[config.mk]
export PLATFORM = sky130hd
export DESIGN_NAME = ecc_event_counter
export DESIGN_NICKNAME = d
export VERILOG_FILES = /design/src/ecc_ripple_presc.v /design/src/ecc_event_counter.v
export VERILOG_INCLUDE_DIRS = /design/src
export SDC_FILE = /design/constraint.sdc
export NUM_CORES = 1
export LEC_CHECK = 0
export ABC_CLOCK_PERIOD_IN_PS = 3900
export BUFFER_PORTS_ARGS = -buffer_cell sky130_fd_sc_hd__buf_2
export CAP_MARGIN = 20
export CORE_ASPECT_RATIO = 0.9
export CORE_MARGIN = 2
export CORE_UTILIZATION = 35
export CTS_CLUSTER_SIZE = 8
export DETAILED_ROUTE_END_ITERATION = 7
export SYNTH_ARGS = -nofsm -noshare
export SYNTH_HDL_FRONTEND = slang
export SYNTH_SLANG_ARGS = --single-unit
[constraint.sdc]
create_clock -name clk_in -period 3.9 [get_ports clk_in]
set_input_delay 0.585 -clock clk_in [delete_from_list [all_inputs] [get_ports clk_in]]
set_output_delay 0.585 -clock clk_in [all_outputs]
set_load 0.005 [all_outputs]
[src/ecc_regs.vh]
`ifndef ECC_REGS_VH
`define ECC_REGS_VH
// =====================================
// Phase sequencer
`define ECC_PHASE_W        2
`define ECC_PHASE_ONE      2'h0
`define ECC_PHASE_TWO      2'h1
`define ECC_PHASE_THREE    2'h2
`define ECC_PHASE_FOUR     2'h3
// =====================================
// Counter and prescaler
`define ECC_COUNT_W        8
`define ECC_COUNT_RST      8'h00
`define ECC_PRESC_W        8
`define ECC_PRESC_RST      8'h00
`define ECC_SEL_W          3
// =====================================
// Timing: one internal phase is one core clock
`define ECC_CLK_PERIOD_NS  40
`define ECC_LAT_MIN_PHASES 3
`define ECC_LAT_MAX_PHASES 7
`define ECC_MEAS_ERR_PHASES 4
`endif

[src/ecc_ripple_presc.v]
`include "ecc_regs.vh"
// =====================================
// Divide-by-2^(sel+1) ripple-style prescaler
module ecc_ripple_presc (
  input  wire                    clk_in,
  input  wire                    rstn_in,
  input  wire                    pin_in,
  input  wire [`ECC_SEL_W-1:0]   sel_in,
  output reg                     div_out
);
  reg  [`ECC_PRESC_W-1:0] stage_reg;
  reg                     pin_d_reg;
  wire                    rise;
  wire [`ECC_PRESC_W-1:0] stage_next;

  assign rise = pin_in & ~pin_d_reg;
  // Stage 0 toggles on each pin rise, each later stage on the prior stage falling, as a ripple chain would
  assign stage_next = stage_reg + {{(`ECC_PRESC_W-1){1'b0}}, rise};

  always @(posedge clk_in or negedge rstn_in) begin
    if (!rstn_in) begin
      stage_reg <= `ECC_PRESC_RST;
      pin_d_reg <= 1'b0;
      div_out   <= 1'b0;
    end else begin
      pin_d_reg <= pin_in;
      stage_reg <= stage_next;
      // Any binary stage is a 50 percent square wave
      div_out   <= stage_next[sel_in];
    end
  end
endmodule

[src/ecc_event_counter.v]
`include "ecc_regs.vh"
// =====================================
// Operation
// - Bypass feeds pin XOR count_falling_in to synchronizer
// - Sample prescaler output on phases two, four
// - Prescaler divides by ripple, symmetric output
// - Increment 3 to 7 phases after edge
// - Edge interval error within four phases
// - Instruction cycle is four oscillator phases
module ecc_event_counter (
  input  wire                   clk_in,
  input  wire                   rstn_in,
  input  wire                   ext_count_clock_pin_in,
  input  wire                   presc_assign_in,
  input  wire [`ECC_SEL_W-1:0]  presc_sel_in,
  input  wire                   count_falling_in,
  input  wire                   load_in,
  input  wire [`ECC_COUNT_W-1:0] load_value_in,
  output reg  [`ECC_COUNT_W-1:0] event_counter_value_out,
  output reg  [`ECC_PHASE_W-1:0] phase_out,
  output reg                    increment_out
);
  // =====================================
  // One-hot sync states
  localparam [1:0] ST_LOW  = 2'b01;
  localparam [1:0] ST_HIGH = 2'b10;

  reg  [`ECC_PHASE_W-1:0] phase_reg;
  reg  [1:0]              state_reg;
  reg  [1:0]              state_next;
  reg                     sample_reg;
  reg                     edge_reg;
  reg                     edge_next;
  reg                     seed_reg;
  reg                     armed_reg;
  wire                    div_w;
  wire                    presc_out;
  wire                    sample_phase;

  ecc_ripple_presc u_presc (
    .clk_in  (clk_in),
    .rstn_in (rstn_in),
    .pin_in  (ext_count_clock_pin_in),
    .sel_in  (presc_sel_in),
    .div_out (div_w)
  );

  // Pin polarity applied in the bypass path only; the prescaler counts raw pin rises
  assign presc_out = presc_assign_in ? div_w
                   : (ext_count_clock_pin_in ^ count_falling_in);

  function is_sample_phase;
    input [`ECC_PHASE_W-1:0] ph;
    begin
      is_sample_phase = (ph == `ECC_PHASE_TWO) || (ph == `ECC_PHASE_FOUR);
    end
  endfunction

  assign sample_phase = is_sample_phase(phase_reg);

  // =====================================
  // Sync state machine
  always @* begin
    state_next = state_reg;
    edge_next  = 1'b0;
    case (state_reg)
      ST_LOW: begin
        if (sample_reg) begin
          state_next = ST_HIGH;
          // Inverted idle level after reset must not count
          edge_next  = armed_reg;
        end
      end
      ST_HIGH: begin
        if (!sample_reg) begin
          state_next = ST_LOW;
        end
      end
      default: begin
        state_next = ST_LOW;
      end
    endcase
  end

  always @(posedge clk_in or negedge rstn_in) begin
    if (!rstn_in) begin
      phase_reg               <= `ECC_PHASE_ONE;
      sample_reg              <= 1'b0;
      state_reg               <= ST_LOW;
      edge_reg                <= 1'b0;
      seed_reg                <= 1'b0;
      armed_reg               <= 1'b0;
      event_counter_value_out <= `ECC_COUNT_RST;
      phase_out               <= `ECC_PHASE_ONE;
      increment_out           <= 1'b0;
    end else begin
      // Four phases per cycle, wraps naturally
      phase_reg <= phase_reg + 2'h1;
      phase_out <= phase_reg;
      // Sampling only twice per cycle bounds the error
      if (sample_phase) begin
        sample_reg <= presc_out;
        seed_reg   <= 1'b1;
      end
      // First sample only seeds the state machine
      armed_reg <= seed_reg;
      state_reg <= state_next;
      edge_reg  <= edge_next;
      increment_out <= edge_reg;
      // Load wins; an edge pending in the same cycle is dropped, not counted later
      if (load_in) begin
        event_counter_value_out <= load_value_in;
      end else if (edge_reg) begin
        event_counter_value_out <= event_counter_value_out + 8'h01;
      end
    end
  end
endmodule

# Word-level counts from Yosys, hierarchy flattened
# Cells that the tools add are included.
# W data, S select, Z words.
[op_classes] n_addsub=3 order_cmp=1 eq_ne=6 n_mux=10 n_bitwise=3 n_reduce_logical=3
[op_table] op="$mux W8" n=2
[op_table] op="$add A8 B1 Y8" n=1
[op_table] op="$add A8 B1 Y8 const B" n=1
[op_table] op="$eq A2 B1 Y1 const B" n=2
[op_table] op="$eq A2 B2 Y1 const B" n=2
[op_table] op="$lt A3 B4 Y1 const B" n=1
[op_table] op="$mux W1" n=4
[op_table] op="$mux W2" n=2
[op_table] op="$ne A2 B2 Y1 const B" n=2
[op_table] op="$pmux W2 S2" n=1
[op_table] op="$bmux W1 S3" n=1
[op_table] op="$add A2 B1 Y2 const B" n=1
[op_table] op="$reduce_and A2 Y1" n=1
[op_table] op="$reduce_bool A2 Y1" n=1
[op_table] op="$and A1 B1 Y1" n=1
[op_table] op="$logic_or A1 B1 Y1" n=1
[op_table] op="$not A1 Y1" n=1
[op_table] op="$xor A1 B1 Y1" n=1
[totals] ff_bits=29 input_bits=17

# Depth between registers and ports, before layout
# Gate-level depths: netlist (run 1).
[logic_depth] ltp_word=5 depth_mapped=7

# Modules after synthesis
# From an unflattened synthesis (run 1), not the netlist that was laid out.
[hier_totals] cells_unflattened=131 area_unflattened_um2=1426.4
[modules_own_cells] module="ecc_event_counter" instances=1 cells_per_inst=75 area_per_inst_um2=829.5 seq_area_each_um2=476.7
[modules_own_cells] module="ecc_ripple_presc" instances=1 cells_per_inst=56 area_per_inst_um2=596.8 seq_area_each_um2=250.2

# Least setup slack after synthesis (run 1)
# OpenSTA, ideal clock, no wires.
[synth_timing] path_type="input port to flip-flop" startpoint="input port ext_count_clock_pin_in" endpoint="register u_presc.div_out" setup_ps=124 t_arrival_ps=1821 t_required_ps=3776 path_slack_ps=1955 cell_stages=7 n_path_buf=0 path_cell_list="nor2b_1 -> ha_1 -> ha_1 -> nand2b_2 -> a21o_1 -> a41o_1 -> a211o_1"
[synth_between] elab_chain_len=4
[synth_lines] item="from (decl)" line_no="ecc_event_counter.v:13" source="input wire ext_count_clock_pin_in,"
[synth_lines] item="$and A1 B1 Y1" line_no="ecc_ripple_presc.v:16" source="assign rise = pin_in & ~pin_d_reg;"
[synth_lines] item="$add A8 B1 Y8" line_no="ecc_ripple_presc.v:18" source="assign stage_next = stage_reg + {{(`ECC_PRESC_W-1){1'b0}}, rise};"
[synth_lines] item="$bmux W1 S3" line_no="ecc_ripple_presc.v:29" source="div_out <= stage_next[sel_in];"
[synth_lines] item="$mux W1 (implied by the code)" line_no="ecc_ripple_presc.v:29"
[synth_lines] item="to (signal assigned)" line_no="ecc_ripple_presc.v:29"
[synth_lines] item="to (decl)" line_no="ecc_ripple_presc.v:9" source="output reg div_out"
# Every way passes these cells. The select of a mux whose other input is x is not followed.
# A chain may end at the register's enable or synchronous reset.

# Worst setup path in the final report (run 1)
# Same ends and word-level chain as after synthesis.

==> impl_metrics.toml, run 1 <==
[outcome]
status = "finished, final reports clean"

[pwr]
combPwrFrac_pct = 18.8
pwr-share-seq_pct = 53.4
switching_power_uw = 243
peakVddDrop_uv = 301
p_clk_share_pct = 27.8
leakage_nw = 0.734
power.density_nw_per_um2 = 518
p_sw_share_pct = 29.9
p_int_uw = 570

[sta]
fin_crit_sh_pct = 49.0
fmax_ghz = 0.524
worst_pin_slew_ns = 0.629
fin_ws_ns = 1.99
rsz0062_at_grt = "no"
maxSlewViolCount = 0
setup_tns_ns = 0
finalSetupViolations = 0
fin_skew_ns = 0.00361
relSlewSlack_pct = 58.0
period_minus_slack_ns = 1.91
hold_viol = 0

[final_layout]
antenna_cells = 0
fillers = 359
design_area_um2 = 1570
drive_gt1_share_pct = 22.7
area_growth_pct = 19.7
fin_cells = 200
final_net_count = 175
final_cell_mix = "dfrtp_1, buf_2, nand2_1"
final_util_pct = 42.9
final_common_cell = "dfrtp_1"

[routing]
post_drt_wl_per_cell_um = 12.0
vias = 975
dr.pass1.iters = 5
drc = 0
first_iter_violations = 37
ant_nets = 0
viasPerCell = 4.88
routed_wl_um = 2410

[clocking]
cts_root_buffer = "clkbuf_8"
clk_pin_slew_worst_paths_ns = 0.06
cts_inserted_buffers = 5
cts_resized = 0
clockBufferDepth = 2
clock-sinks = 29
clk_latency_ns = 0.27
cts_tree = "yes"
htree_levels = 2
post_cts_buffers = 0
hold_buffers = 0

[placement]
dpl_cell_area_um2 = 1490
dp_slack_ns = 1.72
dp.cells = 192
numPortBuffers = 27
gp_congestion = 0.838
hpwl_um = 1740

[grt]
grt_max_degree = 30
grt_use_total_pct = 12.7
grt.overflow.total = 0
grt_pass1_vias = 871
antenna_found_initial = 0
grt_pass1_wl_um = 3800

[logic_synthesis]
synth_area_um2 = 1310
synth_nets = 143
syn_area_per_cell_um2 = 10.8
ys_seq_area_share_pct = 55.5
yosysWarnings = 0
synthCells = 121
synth_top_area_cell = "dfrtp_1"
ys_seq_elements = 29
yosys.area.top_type_share_pct = 53.5
ys_types = 29
synth_area_leaders = "dfrtp_1, xnor2_1, nand2_1, ha_1, xor2_1"

[setup_path]
critical-path-top-delay-family = "compound AO/OA/AOI/OAI gates"
cp_max_fo = 6
path_cells = "buf_2, nor2b_1, ha_1, ha_1, nand2b_2, a21o_1, a41o_1, a211o_1"
cp_slowest_stage_delay_ns = 0.30
critPathRequiredTime_ns = 4.06
critPathMostFrequentCell = "ha_1"
critPathKind = "input pin to flip-flop"
worst-path-buf-inv = 1
critical_path_arrival_ns = 2.06
critPathLaunchType = "input pin"
crit_path_top_delay_cell = "ha_1"
end_kind = "flip-flop"

[floorplanning]
core_um2 = 3650
initial_core_util_pct = 35.9
die-area_um2 = 4250
die_x_um = 68.5
die_h_um = 62.0
ioPinCount = 28
core.rowCount = 21

[min_path]
hp-class = "input pin to asynchronous set/reset pin"

[run]
max_cap_violations = 0
worst reg2reg max path, cell delays in order (launching register included):
cell      delay, ns
dfrtp_1        0.36
nor2b_1        0.11
ha_1           0.26
ha_1           0.30
nand2b_2       0.09
a21o_1         0.15
a41o_1         0.21
a211o_1        0.23
metrics by stage:
step	hold WS, ns	power (mW)
final	0.328	0.812
after global routing	0.379	0.866
after CTS	0.342	0.828
after detailed placement	0.368	0.592
after global placement	0.360	0.584
after floorplan	0.289	0.526
layer usage:
layer,track usage [%],up-vias,part of all wire (%)
li1,-,478,-
met1,15.9,458,48
met2,19.1,32,44
met3,4.86,7,6.6
met4,6.86,0,2.3
met5,0,-,0
cells in the mapped netlist:
cell type	number
a211o_1	1
a21o_1	1
a21oi_1	3
a31oi_1	1
a41o_1	1
and4_1	1
and4b_1	1
buf_6	1
clkbuf_1	1
dfrtp_1	28
dfstp_2	1
ha_1	5
inv_1	6
mux2i_1	2
nand2_1	18
nand2b_2	1
nand3_1	3
nand3b_1	2
nand4_1	5
nor2_1	5
nor2b_1	3
nor3_1	1
nor3_2	1
o2111ai_1	1
o21ai_0	3
o21ai_1	9
or3_1	1
xnor2_1	8
xor2_1	7
kinds of logic after synthesis:
group / Yosys count / synth area share [%]
mux: 2 / 1.53
buf+inv: 8 / 2.86
flops: 29 / 55.5
simple gates: 42 / 16.4
xor+xnor: 15 / 10.0
compound gates: 20 / 8.88
fa+ha+maj: 5 / 4.78
power by group through the flow:
stage / Sequential (mW) / Combinational (mW) / Clock (mW)
after floorplan: 0.424 / 0.102 / 0
after global placement: 0.434 / 0.149 / 0
after detailed placement: 0.436 / 0.156 / 0
after CTS: 0.433 / 0.156 / 0.239
after global routing: 0.445 / 0.173 / 0.249
final: 0.434 / 0.152 / 0.226
worst paths after layout:
path | start | end | slack (ns) | cells after the start
max in group asynchronous | rstn_in | phase_reg[1]$_DFF_PN0_ | 3.16 | 1
worst max register to register | u_presc.pin_d_reg$_DFF_PN0_ | u_presc.div_out$_DFF_PN0_ | 2.08 | 7
worst max-delay path | ext_count_clock_pin_in | u_presc.div_out$_DFF_PN0_ | 1.99 | 8
worst min register to register | seed_reg$_DFFE_PN0P_ | armed_reg$_DFF_PN0_ | 0.38 | 0
worst min-delay path | rstn_in | event_counter_value_out[2]$_DFFE_PN0P_ | 0.33 | 1
min in group clk_in | seed_reg$_DFFE_PN0P_ | armed_reg$_DFF_PN0_ | 0.38 | 0
final cells by class:
class	count	area (um2)	area share, %
sequential	29	727	46.4
multi-input combinational	84	546	34.8
timing repair buffer	27	135	8.62
clock buffer	8	80.1	5.11
tap	46	57.6	3.67
inverter	6	22.5	1.44
No activity file was read; power rests on OpenSTA's default activity.
==> run 2: changes to the inputs <==
--- a/config.mk
+++ b/config.mk
@@ -6,7 +6,7 @@
 export SDC_FILE = /design/constraint.sdc
 export NUM_CORES = 1
 export LEC_CHECK = 0
-export ABC_CLOCK_PERIOD_IN_PS = 3900
+export ABC_CLOCK_PERIOD_IN_PS = 1800
 export BUFFER_PORTS_ARGS = -buffer_cell sky130_fd_sc_hd__buf_2
 export CAP_MARGIN = 20
 export CORE_ASPECT_RATIO = 0.9
==> constraint.sdc (replaced) <==
create_clock -name clk_in -period 1.8 [get_ports clk_in]
set_input_delay 0.27 -clock clk_in [delete_from_list [all_inputs] [get_ports clk_in]]
set_output_delay 0.27 -clock clk_in [all_outputs]
set_load 0.005 [all_outputs]
==> run 2 against run 1 <==
  * Clock skew barely moved
  * Flip-flop and latch count did not move
  * Largest cell class unchanged
  * Combinational power rose by 130%
  * Critical path type is now flip-flop to flip-flop
  * Hold slack got worse by 0.32 ns
  * Worst setup slack got worse by 1.9 ns
  * Wire length fell by 3.3%
==> impl_metrics.toml, run 2 (synthesis gave the netlist of run 1 again) <==
[outcome]
status = "finished, final reports clean"

[sta]
fmax_ghz = 0.598
timing.hold.ws_ns = 0.00813
period_minus_slack_ns = 1.67
fin_crit_sh_pct = 92.8
rsz0062_at_grt = "no"
setup_tns_ns = 0
hold_viol = 0
relSlewSlack_pct = 58.8
maxSlewViolCount = 0
worst_pin_slew_ns = 0.618
finalSetupViolations = 0
fin_skew_ns = 0.00336

[routing]
routed_wl_um = 2330
drc = 0
dr.pass1.iters = 4
vias = 971
ant_nets = 0
viasPerCell = 4.78
first_iter_violations = 59
post_drt_wl_per_cell_um = 11.5

[setup_path]
critical_path_arrival_ns = 1.83
critPathKind = "flip-flop to flip-flop"
end_kind = "flip-flop"
critPathLaunchType = "flip-flop"
cp_max_fo = 5
critPathRequiredTime_ns = 1.96
cp_slowest_stage_delay_ns = 0.37
path_cells = "nor2b_2, ha_2, buf_4, nand4_1, a21o_1, a41o_1, a211o_1"
crit_path_top_delay_cell = "dfrtp_1"

[pwr]
combPwrFrac_pct = 19.3
peakVddDrop_uv = 584
p_int_mw = 1.29
power.density_nw_per_um2 = 1130
switching_power_uw = 537
pwr-share-seq_pct = 51.5
leakage_nw = 0.753
p_sw_share_pct = 29.3
p_clk_share_pct = 29.2
p_total_mw = 1.83

[clocking]
htree_levels = 2
clk_latency_ns = 0.27
cts_tree = "yes"
cts_inserted_buffers = 5
clk_pin_slew_worst_paths_ns = 0.06
post_cts_buffers = 0
cts_root_buffer = "clkbuf_8"
clock-sinks = 29
cts_resized = 0
clockBufferDepth = 2
hold_buffers = 0

[floorplanning]
die_h_um = 62.0
initial_core_util_pct = 35.9
die-area_um2 = 4250
ioPinCount = 28
core_um2 = 3650
die_x_um = 68.5
core.rowCount = 21

[grt]
grt_pass1_vias = 885
grt_use_total_pct = 12.4
antenna_found_initial = 0
gr-usage-met3_pct = 4.86
busiest_layer = "met2"
grt.overflow.total = 0
met1_usage_pct = 16.4
grt_max_degree = 30
grt_pass1_wl_um = 3720
grt_util_met2_pct = 17.4

[run]
max_cap_violations = 0

[placement]
hpwl_um = 1660
gp_congestion = 0.752
numPortBuffers = 27

[final_layout]
area_growth_pct = 23.5
final_cell_mix = "dfrtp_1, buf_2, nand2_1"
drive_gt1_share_pct = 26.8
fillers = 360
final_net_count = 178
final_common_cell = "dfrtp_1"
antenna_cells = 0

[min_path]
hp-class = "input pin to asynchronous set/reset pin"
run 2: worst paths after layout:
check                                            start                                     end  slack (ns)  cells past startpoint
min in group clk_in             ext_count_clock_pin_in             u_presc.pin_d_reg$_DFF_PN0_        0.14                      1
min reg2reg                       seed_reg$_DFFE_PN0P_                     armed_reg$_DFF_PN0_        0.38                      0
max in group asynchronous                      rstn_in                  phase_out[0]$_DFF_PN0_        1.39                      1
max reg2reg                u_presc.pin_d_reg$_DFF_PN0_               u_presc.div_out$_DFF_PN0_        0.13                      7
min                                            rstn_in  event_counter_value_out[2]$_DFFE_PN0P_       0.008                      1
max                        u_presc.pin_d_reg$_DFF_PN0_               u_presc.div_out$_DFF_PN0_        0.13                      7
run 2: per-stage QoR:
stage / worst slack (ns) / util (%) / std cells / area (um2)
detailed placement: 0.0568 / 41.3 / 195 / 1510
floorplan: 0.110 / - / 121 / 1310
global route: 0.00998 / 44.3 / 203 / 1620
global placement: 0.0932 / 41.3 / 195 / 1510
finish: 0.129 / 44.3 / 203 / 1620
CTS: 0.0722 / 43.8 / 203 / 1600
run 2: routing by layer:
metal	wire length (um)	up-vias
li1	-	483
met1	1090	458
met2	1030	26
met3	174	4
met4	32	0
met5	0	-
run 2: layout make-up:
type,count,area [um2],share of cell area (%)
timing repair buffer,30,158,9.74
sequential,29,727,44.9
multi-input combinational,84,563,34.8
clock buffer,8,90.1,5.57
tap,46,57.6,3.56
inverter,6,22.5,1.39
run 2: critical path: cells and delay by family (launching register included):
| family | cells | cell delay (ns) |
|---|---|---|
| adders and majority gates | 1 | 0.21 |
| DFF | 1 | 0.37 |
| buffers and inverters | 1 | 0.14 |
| and+or+nand+nor | 2 | 0.21 |
| AOI/OAI and AO/OA | 3 | 0.63 |
run 2: power by group through the flow:
stage | sequential (mW) | clock, mW | combinational (mW)
3_5_place_dp | 0.946 | 0 | 0.341
4_1_cts | 0.936 | 0.554 | 0.344
5_1_grt | 0.972 | 0.583 | 0.408
3_3_place_gp | 0.942 | 0 | 0.330
6_report | 0.943 | 0.535 | 0.353
2_1_floorplan | 0.918 | 0 | 0.221
